## config.mk

```make
export PLATFORM = sky130hd
export DESIGN_NAME = sdsi_top
export DESIGN_NICKNAME = d
export VERILOG_FILES = /design/src/rtl/sdsi_pkg.sv /design/src/rtl/sdsi_step_if.sv /design/src/rtl/sdsi_step_in.sv /design/src/rtl/sdsi_top.sv
export SDC_FILE = /design/constraint.sdc
export NUM_CORES = 1
export LEC_CHECK = 0
export ABC_AREA = 1
export BUFFER_PORTS_ARGS = -buffer_cell sky130_fd_sc_hd__buf_2
export CAP_MARGIN = 20
export CORE_ASPECT_RATIO = 0.6
export CORE_UTILIZATION = 37
export CTS_CLUSTER_DIAMETER = 200
export DETAILED_ROUTE_END_ITERATION = 8
export GPL_ROUTABILITY_DRIVEN = 0
export PLACE_DENSITY = 0.68
export SYNTH_ARGS = -nofsm -noshare
export SYNTH_HDL_FRONTEND = slang
export SYNTH_HIERARCHICAL = 1
export SYNTH_SLANG_ARGS = --single-unit
```

## constraint.sdc

```tcl
create_clock -name CLOCK -period 4.25 [get_ports CLOCK]
set_clock_uncertainty 0.05 [all_clocks]
set_input_delay 0.85 -clock CLOCK [delete_from_list [all_inputs] [get_ports CLOCK]]
set_output_delay 0.85 -clock CLOCK [all_outputs]
set_load 0.1 [all_outputs]
```

## src/rtl/sdsi_pkg.sv

```systemverilog
// Shared constants of the step/direction input and diagnostic status block
package sdsi_pkg;
   // Quiet cycles on the step input before standstill is flagged
   localparam int STANDSTILL_FLAG_CYCLES = 1048576;
   // Width of the status response word
   localparam int RESP_W = 20;
   // Response bit positions
   localparam int RB_STALL = 0;
   localparam int RB_OT = 1;
   localparam int RB_OVERTEMP_WARNING_FLAG = 2;
   localparam int RB_SHORT_FLAG_COIL_A = 3;
   localparam int RB_SHORT_FLAG_COIL_B = 4;
   localparam int RB_OLA = 5;
   localparam int RB_OLB = 6;
   localparam int RB_STANDSTILL_FLAG = 7;
   localparam int RB_SPARE_LO = 8;
   localparam int RB_UPPER_LO = 10;
   // Read-select codes for the upper response field
   localparam logic [1:0] RSEL_MICROSTEP_POSITION = 2'h0;
   localparam logic [1:0] RSEL_STALL = 2'h1;
   localparam logic [1:0] RSEL_LOAD = 2'h2;
   localparam logic [1:0] RSEL_DIAG = 2'h3;
   // Short-event count that latches the bridge off
   localparam logic [1:0] SHORT_LIMIT = 2'h3;
   // Open-load clear threshold is max current shifted right by this
   localparam int OL_CLEAR_SHIFT = 4;
   // Reset values
   localparam logic [9:0] MICROSTEP_POSITION_RST = 10'h000;
   localparam logic [19:0] RESP_RST = 20'h00000;
   localparam logic [1:0] SPARE_ZERO = 2'h0;
   localparam logic [1:0] SPARE_ONE = 2'h3;
endpackage : sdsi_pkg

```

## src/rtl/sdsi_step_if.sv

```systemverilog
// Carrier between step input stage and status logic
`timescale 1ns/1ps
`default_nettype none
interface sdsi_step_if;
   logic step_pulse; // One-cycle pulse per active step edge
   logic step_dir;   // Synchronised direction, valid with the pulse
   logic standstill; // Standstill flag
   modport src (output step_pulse, output step_dir, output standstill);
   modport snk (input step_pulse, input step_dir, input standstill);
endinterface : sdsi_step_if
`default_nettype wire

```

## src/rtl/sdsi_step_in.sv

```systemverilog
// Step/direction synchroniser, edge qualifier and standstill timer
`timescale 1ns/1ps
`default_nettype none
module sdsi_step_in #(
   parameter int STANDSTILL_FLAG_CYCLES = sdsi_pkg::STANDSTILL_FLAG_CYCLES,
   parameter int CNT_W = $clog2(STANDSTILL_FLAG_CYCLES + 1)
) (
   input wire logic clk,
   input wire logic rst_n,
   input wire logic clk_en,
   input wire logic step_raw,
   input wire logic dir_raw,
   input wire logic double_edge_bit,
   sdsi_step_if.src ifc
);
   localparam logic [CNT_W-1:0] CNT_END = CNT_W'(STANDSTILL_FLAG_CYCLES);

   // All state of the input stage
   typedef struct packed {
      logic step_s1;   // First sync stage, read only by second
      logic step_s2;   // Second sync stage
      logic step_prev; // Previous synchronised level
      logic dir_s1;    // First sync stage of direction
      logic dir_s2;    // Second sync stage of direction
      logic [CNT_W-1:0] quiet; // Cycles since last active edge
      logic standstill_flag;      // Standstill flag
      logic pulse;     // Active edge pulse
      logic dir;       // Direction captured with the pulse
   } sdsi_in_t;

   sdsi_in_t s_q;
   sdsi_in_t s_d;
   logic active; // Active edge on the synchronised step

   // Next state of the input stage
   always_comb
   begin
      s_d = s_q;
      s_d.step_s1 = step_raw;
      s_d.step_s2 = s_q.step_s1;
      s_d.step_prev = s_q.step_s2;
      s_d.dir_s1 = dir_raw;
      s_d.dir_s2 = s_q.dir_s1;
      // Both edges or rising only
      if (double_edge_bit)
      begin
         active = s_q.step_s2 ^ s_q.step_prev;
      end
      else
      begin
         active = s_q.step_s2 & ~s_q.step_prev;
      end
      s_d.pulse = active;
      s_d.dir = s_q.dir_s2;
      // Quiet timer restarts on an active edge, saturates at the end
      if (active)
      begin
         s_d.quiet = '0;
         s_d.standstill_flag = 1'b0;
      end
      else if (s_q.quiet != CNT_END)
      begin
         s_d.quiet = s_q.quiet + 1'b1;
         s_d.standstill_flag = (s_q.quiet + 1'b1) == CNT_END;
      end
   end

   // State register, frozen while the clock enable is low
   always_ff @(posedge clk or negedge rst_n)
   begin
      if (!rst_n)
      begin
         s_q <= '0;
      end
      else if (clk_en)
      begin
         s_q <= s_d;
      end
   end

   assign ifc.step_pulse = s_q.pulse;
   assign ifc.step_dir = s_q.dir;
   assign ifc.standstill = s_q.standstill_flag;
endmodule : sdsi_step_in
`default_nettype wire

```

## src/rtl/sdsi_top.sv

```systemverilog
// Step/direction input logic and low-order diagnostic status of a stepper driver
`timescale 1ns/1ps
`default_nettype none
// Overview of operation
// - Standstill after 2^20 cycles without active edge
// - Open load if no chop during polarity interval
// - Open load clears only above max/16 current
// - Open load flag never shuts anything down
// - Per-coil short flag follows short condition
// - Short event increments counter, suspends chopper
// - Short counter decrements on polarity change
// - Counter at 3 latches bridge off
// - Disable or zero off-time clears shutdown
// - Warning flag follows warning threshold
// - Shutdown flag shows overtemperature shutdown
// - Stall flag drives stall test pin high
// - Double-edge bit makes both edges active
// - Step and direction synchronised before use
// - Each config write returns 20-bit status
// - Next active edge clears standstill
// - Microstep counter moves by step size
module sdsi_top #(
   parameter int STANDSTILL_FLAG_CYCLES = sdsi_pkg::STANDSTILL_FLAG_CYCLES,
   parameter int CUR_W = 8
) (
   input wire logic CLOCK,
   input wire logic RSTN,
   input wire logic CLK_EN,
   input wire logic STEP,
   input wire logic DIR,
   input wire logic DOUBLE_EDGE_BIT,
   input wire logic [3:0] MICROSTEP_RES,
   input wire logic [1:0] READ_SELECT,
   input wire logic DRIVER_ENABLE_N,
   input wire logic [3:0] CHOPPER_OFF_TIME,
   input wire logic CONFIG_WRITE,
   input wire logic [9:0] UPPER_FIELD,
   input wire logic POLARITY_A,
   input wire logic POLARITY_B,
   input wire logic CHOP_EVENT_A,
   input wire logic CHOP_EVENT_B,
   input wire logic [CUR_W-1:0] CURRENT_A,
   input wire logic [CUR_W-1:0] CURRENT_B,
   input wire logic [CUR_W-1:0] CURRENT_MAX,
   input wire logic SHORT_DET_A,
   input wire logic SHORT_DET_B,
   input wire logic OVERTEMP_WARN_IN,
   input wire logic OVERTEMP_SHUT_IN,
   input wire logic STALL_DET_IN,
   output logic [19:0] DRIVER_STATUS_RESPONSE,
   output logic RESPONSE_VALID,
   output logic [9:0] MICROSTEP_POSITION,
   output logic STANDSTILL_FLAG,
   output logic BRIDGE_OFF,
   output logic CHOP_SUSPEND,
   output logic STALL_TEST_OUTPUT
);
   // All state of the status logic except the standstill output copy
   typedef struct packed {
      logic [19:0] resp;      // Response word loaded for shifting
      logic resp_vld;         // Response load pulse
      logic [9:0] microstep_position;      // Microstep position
      logic pol_a;            // Previous coil A polarity
      logic pol_b;            // Previous coil B polarity
      logic chop_a;           // Chop seen in current coil A interval
      logic chop_b;           // Chop seen in current coil B interval
      logic ol_a;             // Open load coil A
      logic ol_b;             // Open load coil B
      logic sh_a;             // Short flag coil A
      logic sh_b;             // Short flag coil B
      logic [1:0] sh_cnt;     // Short-event counter
      logic off;              // Latched bridge shutdown
      logic suspend;          // Chopper suspend pulse
      logic overtemp_warning_flag;             // Overtemperature warning
      logic ot;               // Overtemperature shutdown
      logic stall;            // Stall flag
   } sdsi_st_t;

   sdsi_st_t s_q;
   sdsi_st_t s_d;
   sdsi_step_if step_ifc ();
   logic chg_a;     // Coil A polarity changed
   logic chg_b;     // Coil B polarity changed
   logic sh_evt;    // New short event on either coil
   logic drv_off;   // Driver disabled
   logic [2:0] cnt_sum; // Counter arithmetic with headroom
   logic [7:0] low_bits; // Live low-order status

   // Step input stage
   sdsi_step_in #(
      .STANDSTILL_FLAG_CYCLES(STANDSTILL_FLAG_CYCLES)
   ) u_step_in (
      .clk(CLOCK),
      .rst_n(RSTN),
      .clk_en(CLK_EN),
      .step_raw(STEP),
      .dir_raw(DIR),
      .double_edge_bit(DOUBLE_EDGE_BIT),
      .ifc(step_ifc.src)
   );

   // Step size from resolution code
   function automatic logic [9:0] step_size(input logic [3:0] res);
      step_size = (res > 4'h8) ? 10'h100 : 10'(10'h001 << res);
   endfunction : step_size

   // Next open-load flag of one coil
   function automatic logic ol_next(input logic flag, input logic chg, input logic seen,
                                    input logic [CUR_W-1:0] cur, input logic [CUR_W-1:0] cmax);
      if (chg && !seen)
      begin
         ol_next = 1'b1;
      end
      else if (cur > (cmax >> sdsi_pkg::OL_CLEAR_SHIFT))
      begin
         ol_next = 1'b0;
      end
      else
      begin
         ol_next = flag;
      end
   endfunction : ol_next

   // Next state of the status logic
   always_comb
   begin
      s_d = s_q;
      chg_a = POLARITY_A ^ s_q.pol_a;
      chg_b = POLARITY_B ^ s_q.pol_b;
      // Microstep counter follows active edges
      if (step_ifc.step_pulse)
      begin
         if (step_ifc.step_dir)
         begin
            s_d.microstep_position = s_q.microstep_position - step_size(MICROSTEP_RES);
         end
         else
         begin
            s_d.microstep_position = s_q.microstep_position + step_size(MICROSTEP_RES);
         end
      end
      // Open load tracking per polarity interval, status only
      s_d.pol_a = POLARITY_A;
      s_d.pol_b = POLARITY_B;
      s_d.ol_a = ol_next(s_q.ol_a, chg_a, s_q.chop_a, CURRENT_A, CURRENT_MAX);
      s_d.ol_b = ol_next(s_q.ol_b, chg_b, s_q.chop_b, CURRENT_B, CURRENT_MAX);
      s_d.chop_a = chg_a ? CHOP_EVENT_A : (s_q.chop_a | CHOP_EVENT_A);
      s_d.chop_b = chg_b ? CHOP_EVENT_B : (s_q.chop_b | CHOP_EVENT_B);
      // Short flags follow the condition
      s_d.sh_a = SHORT_DET_A;
      s_d.sh_b = SHORT_DET_B;
      sh_evt = (SHORT_DET_A & ~s_q.sh_a) | (SHORT_DET_B & ~s_q.sh_b);
      drv_off = DRIVER_ENABLE_N || (CHOPPER_OFF_TIME == 4'h0);
      cnt_sum = {1'b0, s_q.sh_cnt} + {2'h0, sh_evt};
      if (drv_off)
      begin
         s_d.sh_cnt = 2'h0;
         s_d.off = 1'b0;
         s_d.suspend = 1'b0;
      end
      else
      begin
         if ((chg_a || chg_b) && cnt_sum != 3'h0)
         begin
            cnt_sum = cnt_sum - 3'h1;
         end
         s_d.sh_cnt = (cnt_sum > 3'(sdsi_pkg::SHORT_LIMIT)) ? sdsi_pkg::SHORT_LIMIT
                                                            : cnt_sum[1:0];
         s_d.off = s_q.off || (s_d.sh_cnt == sdsi_pkg::SHORT_LIMIT);
         s_d.suspend = sh_evt;
      end
      // Temperature and stall flags
      s_d.overtemp_warning_flag = OVERTEMP_WARN_IN;
      s_d.ot = OVERTEMP_SHUT_IN;
      s_d.stall = STALL_DET_IN;
      // Live flags for the response
      low_bits = '0;
      low_bits[sdsi_pkg::RB_STALL] = s_q.stall;
      low_bits[sdsi_pkg::RB_OT] = s_q.ot;
      low_bits[sdsi_pkg::RB_OVERTEMP_WARNING_FLAG] = s_q.overtemp_warning_flag;
      low_bits[sdsi_pkg::RB_SHORT_FLAG_COIL_A] = s_q.sh_a;
      low_bits[sdsi_pkg::RB_SHORT_FLAG_COIL_B] = s_q.sh_b;
      low_bits[sdsi_pkg::RB_OLA] = s_q.ol_a;
      low_bits[sdsi_pkg::RB_OLB] = s_q.ol_b;
      low_bits[sdsi_pkg::RB_STANDSTILL_FLAG] = step_ifc.standstill;
      // Response loaded on every configuration write
      s_d.resp_vld = CONFIG_WRITE;
      if (CONFIG_WRITE)
      begin
         s_d.resp[7:0] = low_bits;
         case (READ_SELECT)
            sdsi_pkg::RSEL_MICROSTEP_POSITION:
            begin
               s_d.resp[19:8] = {s_q.microstep_position, sdsi_pkg::SPARE_ZERO};
            end
            sdsi_pkg::RSEL_DIAG:
            begin
               s_d.resp[19:8] = {UPPER_FIELD, sdsi_pkg::SPARE_ONE};
            end
            default:
            begin
               s_d.resp[19:8] = {UPPER_FIELD, sdsi_pkg::SPARE_ZERO};
            end
         endcase
      end
   end

   // State register, frozen while the clock enable is low
   always_ff @(posedge CLOCK or negedge RSTN)
   begin
      if (!RSTN)
      begin
         s_q <= '0;
         s_q.microstep_position <= sdsi_pkg::MICROSTEP_POSITION_RST;
         s_q.resp <= sdsi_pkg::RESP_RST;
      end
      else if (CLK_EN)
      begin
         s_q <= s_d;
      end
   end

   // Standstill output copy, straight from a flop
   always_ff @(posedge CLOCK or negedge RSTN)
   begin
      if (!RSTN)
      begin
         STANDSTILL_FLAG <= 1'b0;
      end
      else if (CLK_EN)
      begin
         STANDSTILL_FLAG <= step_ifc.standstill;
      end
   end

   assign DRIVER_STATUS_RESPONSE = s_q.resp;
   assign RESPONSE_VALID = s_q.resp_vld;
   assign MICROSTEP_POSITION = s_q.microstep_position;
   assign BRIDGE_OFF = s_q.off;
   assign CHOP_SUSPEND = s_q.suspend;
   assign STALL_TEST_OUTPUT = s_q.stall;
endmodule : sdsi_top
`default_nettype wire

```

# Yosys cells after proc, flatten, opt, wreduce, memory -nomap -nowiden
# Cells that the tools add are included.
# Widths: inputs -> output; s select.
# word_totals
register_bits	76
latchBits	0
mem_bits_rw	0
romBits	0
in_bits	61
out_inout_bits	35
memories	0
# op_classes
add_sub_neg	5
mul	0
div	0
n_lt_le_gt_ge	4
n_eq_ne	4
n_shift	1
mux	16
bitwise_logic	12
reduce_logical	19
# ops
op	n
$mux 22	2
$pmux 12 s2	1
$add 21x1->21 const B	1
$eq 21x21->1 const B	1
$ne 21x21->1 const B	1
$mux 10	2
$gt 8x4->1	2
$add 10x10->10	1
$reduce_and 2->1	5
$shl 1x4->10 const A	1
$sub 10x10->10	1
$mux 1	7
$mux 3	2
$reduce_bool 2->1	3
$eq 2x2->1 const B	2
$gt 4x4->1 const B	1
$logic_not 4->1	1
$mux 4	1
$add 2x1->3	1
$and 1x1->1	3
$gt 3x2->1 const B	1
$logic_and 1x1->1	3
$logic_or 1x1->1	3
$not 1->1	3
other kinds (7)	12

# Depth between registers and ports, before layout
# Gate-level depths: netlist of run 1.
# depth
ltp_word	13
mapped_depth	17

# Modules after synthesis
# The synthesis of run 1 kept the hierarchy.
# modules_own_cells
module	n_inst	cells_per_inst	area_each_um2
sdsi_top	1	411	3149.3
sdsi_step_in	1	254	1835.5

# Worst setup path before layout of run 1
# Ideal clock, no wire load.
# synth_path
path_kind	input to register
start	in MICROSTEP_RES[3]
end	reg s_q (netlist bit MICROSTEP_POSITION[5])
setup_ns	0.123
arrival_time_ns	2.749
t_required_ns	4.077
path_slack_ns	1.328
stages	14
path_buffers	1
cell_sequence	buf_6 nor2_4 nand2_1 ha_1 inv_1 a21oi_2 or2_4 xnor2_1 ha_1 a21oi_1 inv_1 a21oi_1 xor2_1 o21ai_1
# synth_between
elab_chain_len	4
# synth_rtl
item	line	text
start, declared	sdsi_top.sv:32	input wire logic [3:0] MICROSTEP_RES,
$gt 4x4->1 or $shl 1x4->10 (tied branches)	sdsi_top.sv:104	step_size = (res > 4'h8) ? 10'h100 : 10'(10'h001 << res);
$mux 10 *	sdsi_top.sv:104	
$add 10x10->10 or $sub 10x10->10 (tied branches)	sdsi_top.sv:139, sdsi_top.sv:135	
$mux 10 *	sdsi_top.sv:133	if (step_ifc.step_dir)
end, declared	sdsi_top.sv:79	sdsi_st_t s_q;
# Every way passes the cells marked *; elsewhere a longest branch is shown, timed or not.
# A chain may end at the register's enable or synchronous reset.

# Worst setup path in the final report of run 1
# layout_path
start	in MICROSTEP_RES[2]
end	reg s_q (netlist bit MICROSTEP_POSITION[5])
# The elaborated chain is that of the path after synthesis.

==> out/summary.md, run 1 <==
* slowest cell on the critical path: ha_1
* largest net degree at the start of global routing: 76
* clock root cell: clkbuf_16
* Worst R2R Start: u_step_in/ifc.step_dir$_DFFE_PN0P_
* Buf+Inv Stages, Crit Path: 3
* Worst Hold Class: flop to flop
* Resize count post-CTS: 0
* core area: 0.0130 mm^2
* number of max-slew violations in the final report: 0
* post-synth cell types: 41
* startpoint type of the worst setup path: input port
* Worst Path Required: 4400 ps
* initial antenna violation count: 0
* Top-Level Pins: 96
* Worst Setup End Kind: flop
* run status: finished, final reports clean
* post-layout min period: 2850 ps
* commonest cells after routing, fill and taps aside: nand2_1, buf_2, dfrtp_1
* Setup Crit Path Kind: input port to flop
* horizontal extent of the die: 152 um
* Reg2Reg Capture Point: MICROSTEP_POSITION[5]$_DFFE_PN0P_
* RSZ-0062 raised after global routing: no
* Net Count, Synth: 755
* count of buffers added by post-CTS timing repair for setup: 0
* critical-path maximum fanout: 6
* clock net sink count: 75
* share of total power in combinational logic: 46.0%
* area overhead of the layout relative to synthesis: 13.9%
* stage delay of the slowest cell on the critical path: 330 ps
* Clk Latency, worst-skew pair: 340 ps
* Net count, final: 815
* share of Yosys cell area claimed by the top area cell type: 37.7%
* remaining global-route overflow: 0
* Detail Placement HPWL: 9110 um
* Critical Path Start: MICROSTEP_RES[2]
* worst slew pin tran: 950 ps
* CP arrival: 3010 ps
* wire length of the first global-routing pass: 19700 um
* Internal Pwr Total: 1.66 mW
* overall fraction of global-route tracks in use: 18.0%
* critical path's top delay family: adder cells
* H-tree depth reported by CTS: 3
* worst reg-to-reg path cell count: 10
* final-report hold violation count: 0
* proportion of layout cells with a drive suffix above 1: 20.3%
* total number of vias: 4388
* number of cell rows: 32
* Post-Route WL: 11800 um
* DRC errors left: 0
* area of the die: 0.0140 mm^2
* Synth Register Bits: 75
* Maximum Capacitance Violations: 0
* Num CTS Buffers: 9
* diode insertion count for antenna repair: 0
* total negative setup slack: 0 ps
* per-instance average area after synthesis: 7.50 um^2
* Wirelength per Cell: 13.1 um
* drt first-iter violations: 383
* synthesized instance count: 665
* Tcrit/Tclk final: 67.1%
* proportion of power drawn by the clock network: 24.5%
* area of the mapped netlist: 0.00498 mm^2
* vertical extent of the die: 91.9 um
* crit path cell chain: buf_2 > nor2_4 > nand2_1 > ha_1 > inv_1 > a21oi_2 > or2_4 > xnor2_1 > ha_1 > a21oi_1 > inv_1 > a21oi_1 > xor2_1 > o21ai_1
* most frequent standard cell in the layout excluding fill and tap cells: nand2_1
* sequential power share: 29.5%
* Clock Tree Buf Depth: 2
* net switching power of the design: 1.52 mW
* register area share after synthesis: 37.7%
* CTS Hold Bufs: 0
* largest cells by area after synthesis: dfrtp_1, nand2_1, ha_1
* Max Freq: 351 MHz
* overall power: 3.18 mW
* power per cell area: 561 mW/mm^2
* iteration count of the initial detailed-routing pass: 5
* number of endpoints failing setup at the final stage: 0
* slack of the worst reg-to-reg path: 1990 ps
* warnings from Yosys: 6
* Net Sw Frac: 47.9%
* via count of the first global-routing pass: 3908
* cell taking the most area after synthesis: dfrtp_1
* TritonCTS clock tree: yes
* Leak Pwr: 2.89 nW
* via/cell ratio: 4.88
* antenna viol nets, final: 0
* clock edge transition at the registers on the reported setup and hold paths: 60 ps
* cell depth of the worst min-delay path: 2
* endpoint of the most critical setup path: MICROSTEP_POSITION[5]$_DFFE_PN0P_
* worst-case vdd ir drop: 273 uV
* Relative slew margins: 36.7%
* initial core utilization: 38.4%
* count of cell instances traversed by the critical path: 14
* number of fill cells: 1332
* PortBufs: 91
how the worst min path moves through the flow:
stage          slack [ps]                               endpoint               startpoint
6_report              420  DRIVER_STATUS_RESPONSE[5]$_DFFE_PN0P_  low_bits[5]$_DFFE_PN0P_
5_1_grt               450                low_bits[6]$_DFFE_PN0P_  low_bits[6]$_DFFE_PN0P_
4_1_cts               430  DRIVER_STATUS_RESPONSE[5]$_DFFE_PN0P_  low_bits[5]$_DFFE_PN0P_
3_5_place_dp          410  DRIVER_STATUS_RESPONSE[5]$_DFFE_PN0P_  low_bits[5]$_DFFE_PN0P_
3_3_place_gp          400  DRIVER_STATUS_RESPONSE[5]$_DFFE_PN0P_  low_bits[5]$_DFFE_PN0P_
2_1_floorplan         390  DRIVER_STATUS_RESPONSE[5]$_DFFE_PN0P_  low_bits[5]$_DFFE_PN0P_
Yosys cell counts (all sizes together):
master  count
a21boi      1
a21oi      14
a22o        1
a22oi       1
a31oi      12
buf        40
clkbuf      3
clkinv      1
dfrtp      75
fa          1
ha         28
inv        77
nand2     188
nand3      54
nand4      12
nor2       72
nor3        5
nor4        1
o211ai      2
o21ai      52
o21bai      3
o221ai      1
o22ai      10
o31ai       1
or2         1
xnor2       3
xor2        6
registers in the layout, indices dropped and copies added, names as in the netlist:
name	count
u_step_in/ifc.standstill	1
RESPONSE_VALID	1
STALL_TEST_OUTPUT	1
CHOP_SUSPEND	1
u_step_in/s_d	4
MICROSTEP_POSITION	10
low_bits	6
STANDSTILL_FLAG	1
DRIVER_STATUS_RESPONSE	19
u_step_in/s_q	22
u_step_in/ifc.step_pulse	1
s_q	6
u_step_in/ifc.step_dir	1
BRIDGE_OFF	1
layout make-up:
class                   instances  area (um^2)  share of cell area, %
repair buffers                 92          465                   8.20
well taps                     170          213                   3.75
flip-flops and latches         75         1880                   33.1
multi-input cells             469         2520                   44.4
clock buffers                  10          239                   4.21
clock inverters                 6         70.1                   1.23
inverters                      78          293                   5.16
per-layer routing:
layer  wire length (um)  track usage, %
met1               6210            27.6
met2               4560            24.3
met3                892            4.68
met4                102            4.83
met5                  0               0
logic make-up after synthesis:
| family | synth area share, % |
|---|---|
| fa+ha+maj | 7.43 |
| xor+xnor | 1.73 |
| simple gates | 30.1 |
| flops | 37.7 |
| buf+inv | 11.8 |
| compound gates | 11.3 |
stage by stage:
stage	instance area [um^2]	std cells	utilization [%]	worst slack [ps]	hold WS, ps
finish	5680	900	43.8	1400	419
global route	5680	900	43.8	1190	449
CTS	5680	900	43.8	1420	426
detailed placement	5370	884	41.4	1060	410
global placement	5370	884	41.4	1100	402
floorplan	4980	665	-	1330	392
worst reg2reg max path, stage by stage (launching register included):
cell and delay (ps):
dfrtp_1 540, inv_1 160, nand2_1 100, xor2_1 140, inv_1 60, ha_1 370, a21oi_2 180, nand2_1 130
a21oi_1 180, xor2_1 160, o21ai_1 70
power groups by stage:
stage,logic (mW),registers (mW),clock network (mW)
6_report,1.47,0.940,0.780
5_1_grt,1.60,0.958,0.832
4_1_cts,1.47,0.941,0.802
3_5_place_dp,1.46,0.953,0
3_3_place_gp,1.45,0.950,0
2_1_floorplan,1.27,0.968,0
Power figures use the tool's default switching activity.
==> inputs of run 2 (changes only) <==
==> constraint.sdc (replaced) <==
create_clock -name CLOCK -period 2.77 [get_ports CLOCK]
set_clock_uncertainty 0.05 [all_clocks]
set_input_delay 0.554 -clock CLOCK [delete_from_list [all_inputs] [get_ports CLOCK]]
set_output_delay 0.554 -clock CLOCK [all_outputs]
set_load 0.1 [all_outputs]
==> run 2 against run 1 <==
  * Non-clock buffer count rose by 12
  * Combinational power increased by 55%
  * Sequential cell count stayed put
  * Cell area increased by 1.1%
  * Die area stayed put
  * Via count grew 0.55%
  * Critical path depth grew 1
  * Highest routed layer is now met5
==> out/summary.md, run 2 (synthesized netlist as in run 1, its figures left out) <==
* number of endpoints failing setup at the final stage: 0, unchanged
* run status: finished, final reports clean, unchanged
* wire length of the first global-routing pass: 20200 um, was 19700 um
* clock edge transition at the registers on the reported setup and hold paths: 60 ps, about the same
* cell area after layout: 0.00574 mm^2, was 0.00568 mm^2
* critical-path maximum fanout: 4, was 6
* clock root cell: clkbuf_16, unchanged
* horizontal extent of the die: 152 um, unchanged
* Finished Layout Cells: 912, was 900
* Net count, final: 827, was 815
* Detail Placement HPWL: 9520 um, was 9110 um
* worst slew pin tran: 610 ps, was 950 ps
* Maximum Capacitance Violations: 0, unchanged
* initial core utilization: 38.4%, unchanged
* Worst Path Required: 2930 ps, was 4400 ps
* Tcrit/Tclk final: 89.7%
* total negative setup slack: 0 ps, unchanged
* H-tree depth reported by CTS: 3, unchanged
* DRC errors left: 0, unchanged
* drt first-iter violations: 292, was 383
* register with the highest flop count: u_step_in/s_q, unchanged
* Resize count post-CTS: 0, unchanged
* total number of vias: 4412, was 4388
* Post-DP Area: 0.00547 mm^2, was 0.00537 mm^2
* antenna viol nets, final: 0, unchanged
* commonest cells after routing, fill and taps aside: nand2_1, buf_2, dfrtp_1, unchanged
* Num CTS Buffers: 9, unchanged
* Leak Pwr: 2.92 nW, was 2.89 nW
* Placed Cells: 896, was 884
* vertical extent of the die: 91.9 um, unchanged
* largest net degree at the start of global routing: 45, was 76
* iteration count of the initial detailed-routing pass: 5, unchanged
* startpoint type of the worst setup path: input port, unchanged
* remaining global-route overflow: 0, unchanged
* most frequent standard cell in the layout excluding fill and tap cells: nand2_1, unchanged
* number of cell rows: 32, unchanged
* CTS Hold Bufs: 0, unchanged
* Max Freq: 403 MHz
* stage delay of the slowest cell on the critical path: 320 ps, was 330 ps
* PortBufs: 91, unchanged
* Worst Setup End Kind: flop, unchanged
* most frequent cell on the critical path: inv_1
* worst-case vdd ir drop: 413 uV, was 273 uV
* clock net sink count: 75, unchanged
* TritonCTS clock tree: yes, unchanged
* overall fraction of global-route tracks in use: 18.6%, was 18.0%
* initial antenna violation count: 1, was 0
* power per cell area: 834 mW/mm^2, was 561 mW/mm^2
* area overhead of the layout relative to synthesis: 15.2%, was 13.9%
* slowest cell on the critical path: ha_1, unchanged
* Post-Route WL: 12100 um, was 11800 um
* Clock Tree Buf Depth: 2, unchanged
* via count of the first global-routing pass: 4003, was 3908
* Worst Hold Class: input port to asynchronous set/reset pin, was flop to flop
* count of buffers added by post-CTS timing repair for setup: 0, unchanged
* final-report hold violation count: 0, unchanged
* Wirelength per Cell: 13.3 um, was 13.1 um
* proportion of layout cells with a drive suffix above 1: 21.4%, was 20.3%
* max reg flops: 22, unchanged
* Setup Crit Path Kind: input port to flop, unchanged
* Core Util, Final: 44.3%, was 43.8%
* Clk Latency, worst-skew pair: 340 ps, about the same
* core area: 0.0130 mm^2, unchanged
* post-layout min period: 2480 ps
* Relative slew margins: 59.4%, was 36.7%
* number of max-slew violations in the final report: 0, unchanged
* area of the die: 0.0140 mm^2, unchanged
* via/cell ratio: 4.84, was 4.88
* RSZ-0062 raised after global routing: no, unchanged
* crit path cell chain: buf_2 > inv_1 > nor2_1 > nand2_1 > ha_1 > inv_1 > a21oi_2 > or2_4 > xnor2_1 > ha_1 > a21oi_1 > inv_1 > a21oi_1 > xor2_1 > o21ai_1, was buf_2 > nor2_4 > nand2_1 > ha_1 > inv_1 > a21oi_2 > or2_4 > xnor2_1 > ha_1 > a21oi_1 > inv_1 > a21oi_1 > xor2_1 > o21ai_1
* diode insertion count for antenna repair: 0, unchanged
* CP arrival: 2640 ps, was 3010 ps
* Top-Level Pins: 96, unchanged
## run 2: report_power, final
| part | switching, mW | total (mW) | internal, mW |
|---|---|---|---|
| Sequential | 0.171 | 1.44 | 1.27 |
| Combinational | 1.70 | 2.28 | 0.575 |
| Clock | 0.465 | 1.07 | 0.606 |
| Total | 2.34 | 4.79 | 2.45 |
## run 2: worst max-delay path: cells and delay by family
family | cells | cell delay, ps
xor+xnor | 2 | 280
compound gates | 4 | 480
simple gates | 3 | 480
buf+inv | 4 | 330
fa+ha+maj | 2 | 530
## run 2: layer usage
metal  vias up  track usage (%)  routed length (um)
li1       2286                -                   -
met1      1972             27.4                6350
met2       142             26.1                4760
met3        10             4.87                 896
met4         2             5.92                 119
met5         -                0                  13
## run 2: area by class of cell
cell class,instances,area [um^2]
timing repair buffer,104,568
tap,170,213
clock inverter,6,42.5
fill,1310,7230
inverter,78,293
multi-input combinational,469,2520
clock buffer,10,229
sequential,75,1880
## run 2: worst paths after layout
path / endpoint / startpoint / slack, ps / cells past startpoint
max: MICROSTEP_POSITION[5]$_DFFE_PN0P_ / MICROSTEP_RES[0] / 290 / 15
max in group asynchronous: DRIVER_STATUS_RESPONSE[2]$_DFFE_PN0P_ / RSTN / 1890 / 2
max reg2reg: MICROSTEP_POSITION[5]$_DFFE_PN0P_ / u_step_in/ifc.step_dir$_DFFE_PN0P_ / 510 / 10
min in group CLOCK: s_q[11]$_DFFE_PN0P_ / CHOP_EVENT_B / 360 / 3
min reg2reg: DRIVER_STATUS_RESPONSE[5]$_DFFE_PN0P_ / low_bits[5]$_DFFE_PN0P_ / 420 / 2
min: DRIVER_STATUS_RESPONSE[19]$_DFFE_PN0P_ / RSTN / 180 / 1
## run 2: per-stage QoR
stage / setup slack, ps / power [mW] / hold WS (ps)
after floorplan: 144 / 3.44 / 208
after global placement: -6.18 / 3.72 / 404
after global routing: 47.1 / 5.13 / 222
final: 286 / 4.79 / 181
after detailed placement: -42.5 / 3.75 / 409
after CTS: 315 / 4.84 / 199
==> inputs of run 3 (changes only) <==
--- a/config.mk
+++ b/config.mk
@@ -6,7 +6,7 @@
 export NUM_CORES = 1
 export LEC_CHECK = 0
 export ABC_AREA = 1
-export BUFFER_PORTS_ARGS = -buffer_cell sky130_fd_sc_hd__buf_2
+export BUFFER_PORTS_ARGS = -buffer_cell sky130_fd_sc_hd__buf_4
 export CAP_MARGIN = 20
 export CORE_ASPECT_RATIO = 0.6
 export CORE_UTILIZATION = 37
==> run 3 against run 2 <==
  * Worst setup slack worse by 13 ps
  * Hold slack worse by 35 ps
  * Clock power is 18% higher
  * Global-route usage rose by 0.33 points
  * Highest routed layer is now met4
  * Combinational power grew 4%
==> out/summary.md, run 3 (synthesized netlist as in run 1, its figures left out) <==
* run status: finished, final reports clean, unchanged
* RSZ-0062 raised after global routing: no, unchanged
* stage delay of the slowest cell on the critical path: 320 ps, about the same
* slowest cell on the critical path: ha_1, unchanged
* number of fill cells: 1337, was 1310
* largest net degree at the start of global routing: 39, was 45
* area overhead of the layout relative to synthesis: 20.3%, was 15.2%
* Worst Path Required: 2930 ps, about the same
* power per cell area: 850 mW/mm^2, was 834 mW/mm^2
* global routing usage on met1: 28.4%, was 27.4%
* Max Freq: 401 MHz, was 403 MHz
* max reg flops: 22, unchanged
* TritonCTS clock tree: yes, unchanged
* Top-Level Pins: 96, unchanged
* drt first-iter violations: 344, was 292
* clock net sink count: 75, unchanged
* via count of the first global-routing pass: 4117, was 4003
* via/cell ratio: 4.94, was 4.84
* M3 GR Usage: 5.77%, was 4.87%
* overall power: 5.10 mW, was 4.79 mW
* post-layout min period: 2500 ps, was 2480 ps
* Detail Placement HPWL: 9770 um, was 9520 um
* Clk Latency, worst-skew pair: 340 ps, about the same
* Relative slew margins: 65.4%, was 59.4%
* Setup Crit Path Kind: input port to flop, unchanged
* worst slew pin tran: 519 ps, was 610 ps
* initial antenna violation count: 0, was 1
* Net Sw Frac: 46.1%, was 48.8%
* diode insertion count for antenna repair: 0, unchanged
* area of the die: 0.0140 mm^2, unchanged
* crit path cell chain: buf_4 > nor2_1 > nand2_1 > ha_1 > inv_1 > a21oi_2 > or2_4 > xnor2_1 > ha_1 > a21oi_1 > inv_1 > a21oi_1 > xor2_1 > o21ai_1, was buf_2 > inv_1 > nor2_1 > nand2_1 > ha_1 > inv_1 > a21oi_2 > or2_4 > xnor2_1 > ha_1 > a21oi_1 > inv_1 > a21oi_1 > xor2_1 > o21ai_1
* horizontal extent of the die: 152 um, unchanged
* net switching power of the design: 2.35 mW, was 2.34 mW
* DRC errors left: 0, unchanged
* Num CTS Buffers: 9, unchanged
* CP arrival: 2650 ps, was 2640 ps
* share of total power in combinational logic: 46.7%, was 47.5%
* antenna viol nets, final: 0, unchanged
* total negative setup slack: 0 ps, unchanged
* Net count, final: 825, was 827
* clock edge transition at the registers on the reported setup and hold paths: 60 ps, about the same
* clock root cell: clkbuf_16, unchanged
* count of buffers added by post-CTS timing repair for setup: 0, unchanged
* initial core utilization: 38.4%, unchanged
* iteration count of the initial detailed-routing pass: 5, unchanged
* Resize count post-CTS: 0, unchanged
* register with the highest flop count: u_step_in/s_q, unchanged
* vertical extent of the die: 91.9 um, unchanged
* Worst Hold Class: input port to asynchronous set/reset pin, unchanged
* most used routing layer: met1, unchanged
* commonest cells after routing, fill and taps aside: nand2_1, buf_4, dfrtp_1, was nand2_1, buf_2, dfrtp_1
* H-tree depth reported by CTS: 3, unchanged
* critical-path maximum fanout: 4, unchanged
* Tcrit/Tclk final: 90.1%, was 89.7%
* most frequent standard cell in the layout excluding fill and tap cells: nand2_1, unchanged
* overall fraction of global-route tracks in use: 18.9%, was 18.6%
* Maximum Capacitance Violations: 0, unchanged
* worst-case vdd ir drop: 512 uV, was 413 uV
* Wirelength per Cell: 13.8 um, was 13.3 um
* proportion of power drawn by the clock network: 24.8%, was 22.4%
* total number of vias: 4487, was 4412
* startpoint type of the worst setup path: input port, unchanged
* core area: 0.0130 mm^2, unchanged
* Post-Route WL: 12600 um, was 12100 um
* number of endpoints failing setup at the final stage: 0, unchanged
* Worst Setup End Kind: flop, unchanged
* number of cell rows: 32, unchanged
* Buf+Inv Stages, Crit Path: 3, was 4
* number of max-slew violations in the final report: 0, unchanged
* Internal Pwr Total: 2.75 mW, was 2.45 mW
* critical path's top delay family: simple AND/OR/NAND/NOR gates, was adder cells
* Leak Pwr: 3.00 nW, was 2.92 nW
* CTS Hold Bufs: 0, unchanged
* sequential power share: 28.5%, was 30.1%
* remaining global-route overflow: 0, unchanged
* wire length of the first global-routing pass: 20900 um, was 20200 um
* Clock Tree Buf Depth: 2, unchanged
* met2 Use GR: 25.4%, was 26.1%
* PortBufs: 91, unchanged
* final-report hold violation count: 0, unchanged
* proportion of layout cells with a drive suffix above 1: 21.1%, was 21.4%
run 3: path summary, 6_finish.rpt:
path	start	endpoint	slack, ps	cells after the start
worst min register to register	u_step_in/s_d[24]$_DFFE_PN0P_	u_step_in/s_d[0]$_DFFE_PN0P_	420	2
min in group CLOCK	DIR	u_step_in/s_d[24]$_DFFE_PN0P_	360	3
worst max-delay path	MICROSTEP_RES[1]	MICROSTEP_POSITION[5]$_DFFE_PN0P_	270	14
worst min-delay path	RSTN	u_step_in/s_d[27]$_DFFE_PN0P_	150	1
max in group asynchronous	RSTN	low_bits[2]$_DFFE_PN0P_	1940	2
worst max register to register	u_step_in/ifc.step_dir$_DFFE_PN0P_	MICROSTEP_POSITION[5]$_DFFE_PN0P_	550	10
run 3: metal layers:
| metal | vias to the layer above | part of all wire (%) |
|---|---|---|
| li1 | 2281 | - |
| met1 | 2025 | 52 |
| met2 | 156 | 38 |
| met3 | 25 | 8.4 |
| met4 | 0 | 2.2 |
| met5 | - | 0 |
run 3: layout make-up:
cell class              instances  area [um^2]  area share (%)
clock buffers                  11          243            4.05
clock inverters                 4         75.1            1.25
repair buffers                102          778            13.0
well taps                     170          213            3.55
flip-flops and latches         75         1880            31.3
inverters                      78          293            4.88
multi-input cells             469         2520            42.0
run 3: power by group through the flow:
stage,Clock [mW],Sequential [mW],Combinational [mW]
after floorplan,0,1.48,1.95
after global placement,0,1.47,2.35
after detailed placement,0,1.47,2.37
after CTS,1.30,1.45,2.38
after global routing,1.34,1.48,2.59
final,1.26,1.45,2.38
run 3: metrics by stage:
| step | setup slack (ps) | instance area [um^2] | util (%) | cells | hold WS, ps |
|---|---|---|---|---|---|
| floorplan | 144 | 4980 | - | 665 | 208 |
| global placement | -6.08 | 5680 | 43.8 | 894 | 402 |
| detailed placement | -49.8 | 5680 | 43.8 | 894 | 407 |
| CTS | 307 | 6000 | 46.2 | 909 | 163 |
| global route | 117 | 6000 | 46.2 | 909 | 181 |
| finish | 273 | 6000 | 46.2 | 909 | 146 |
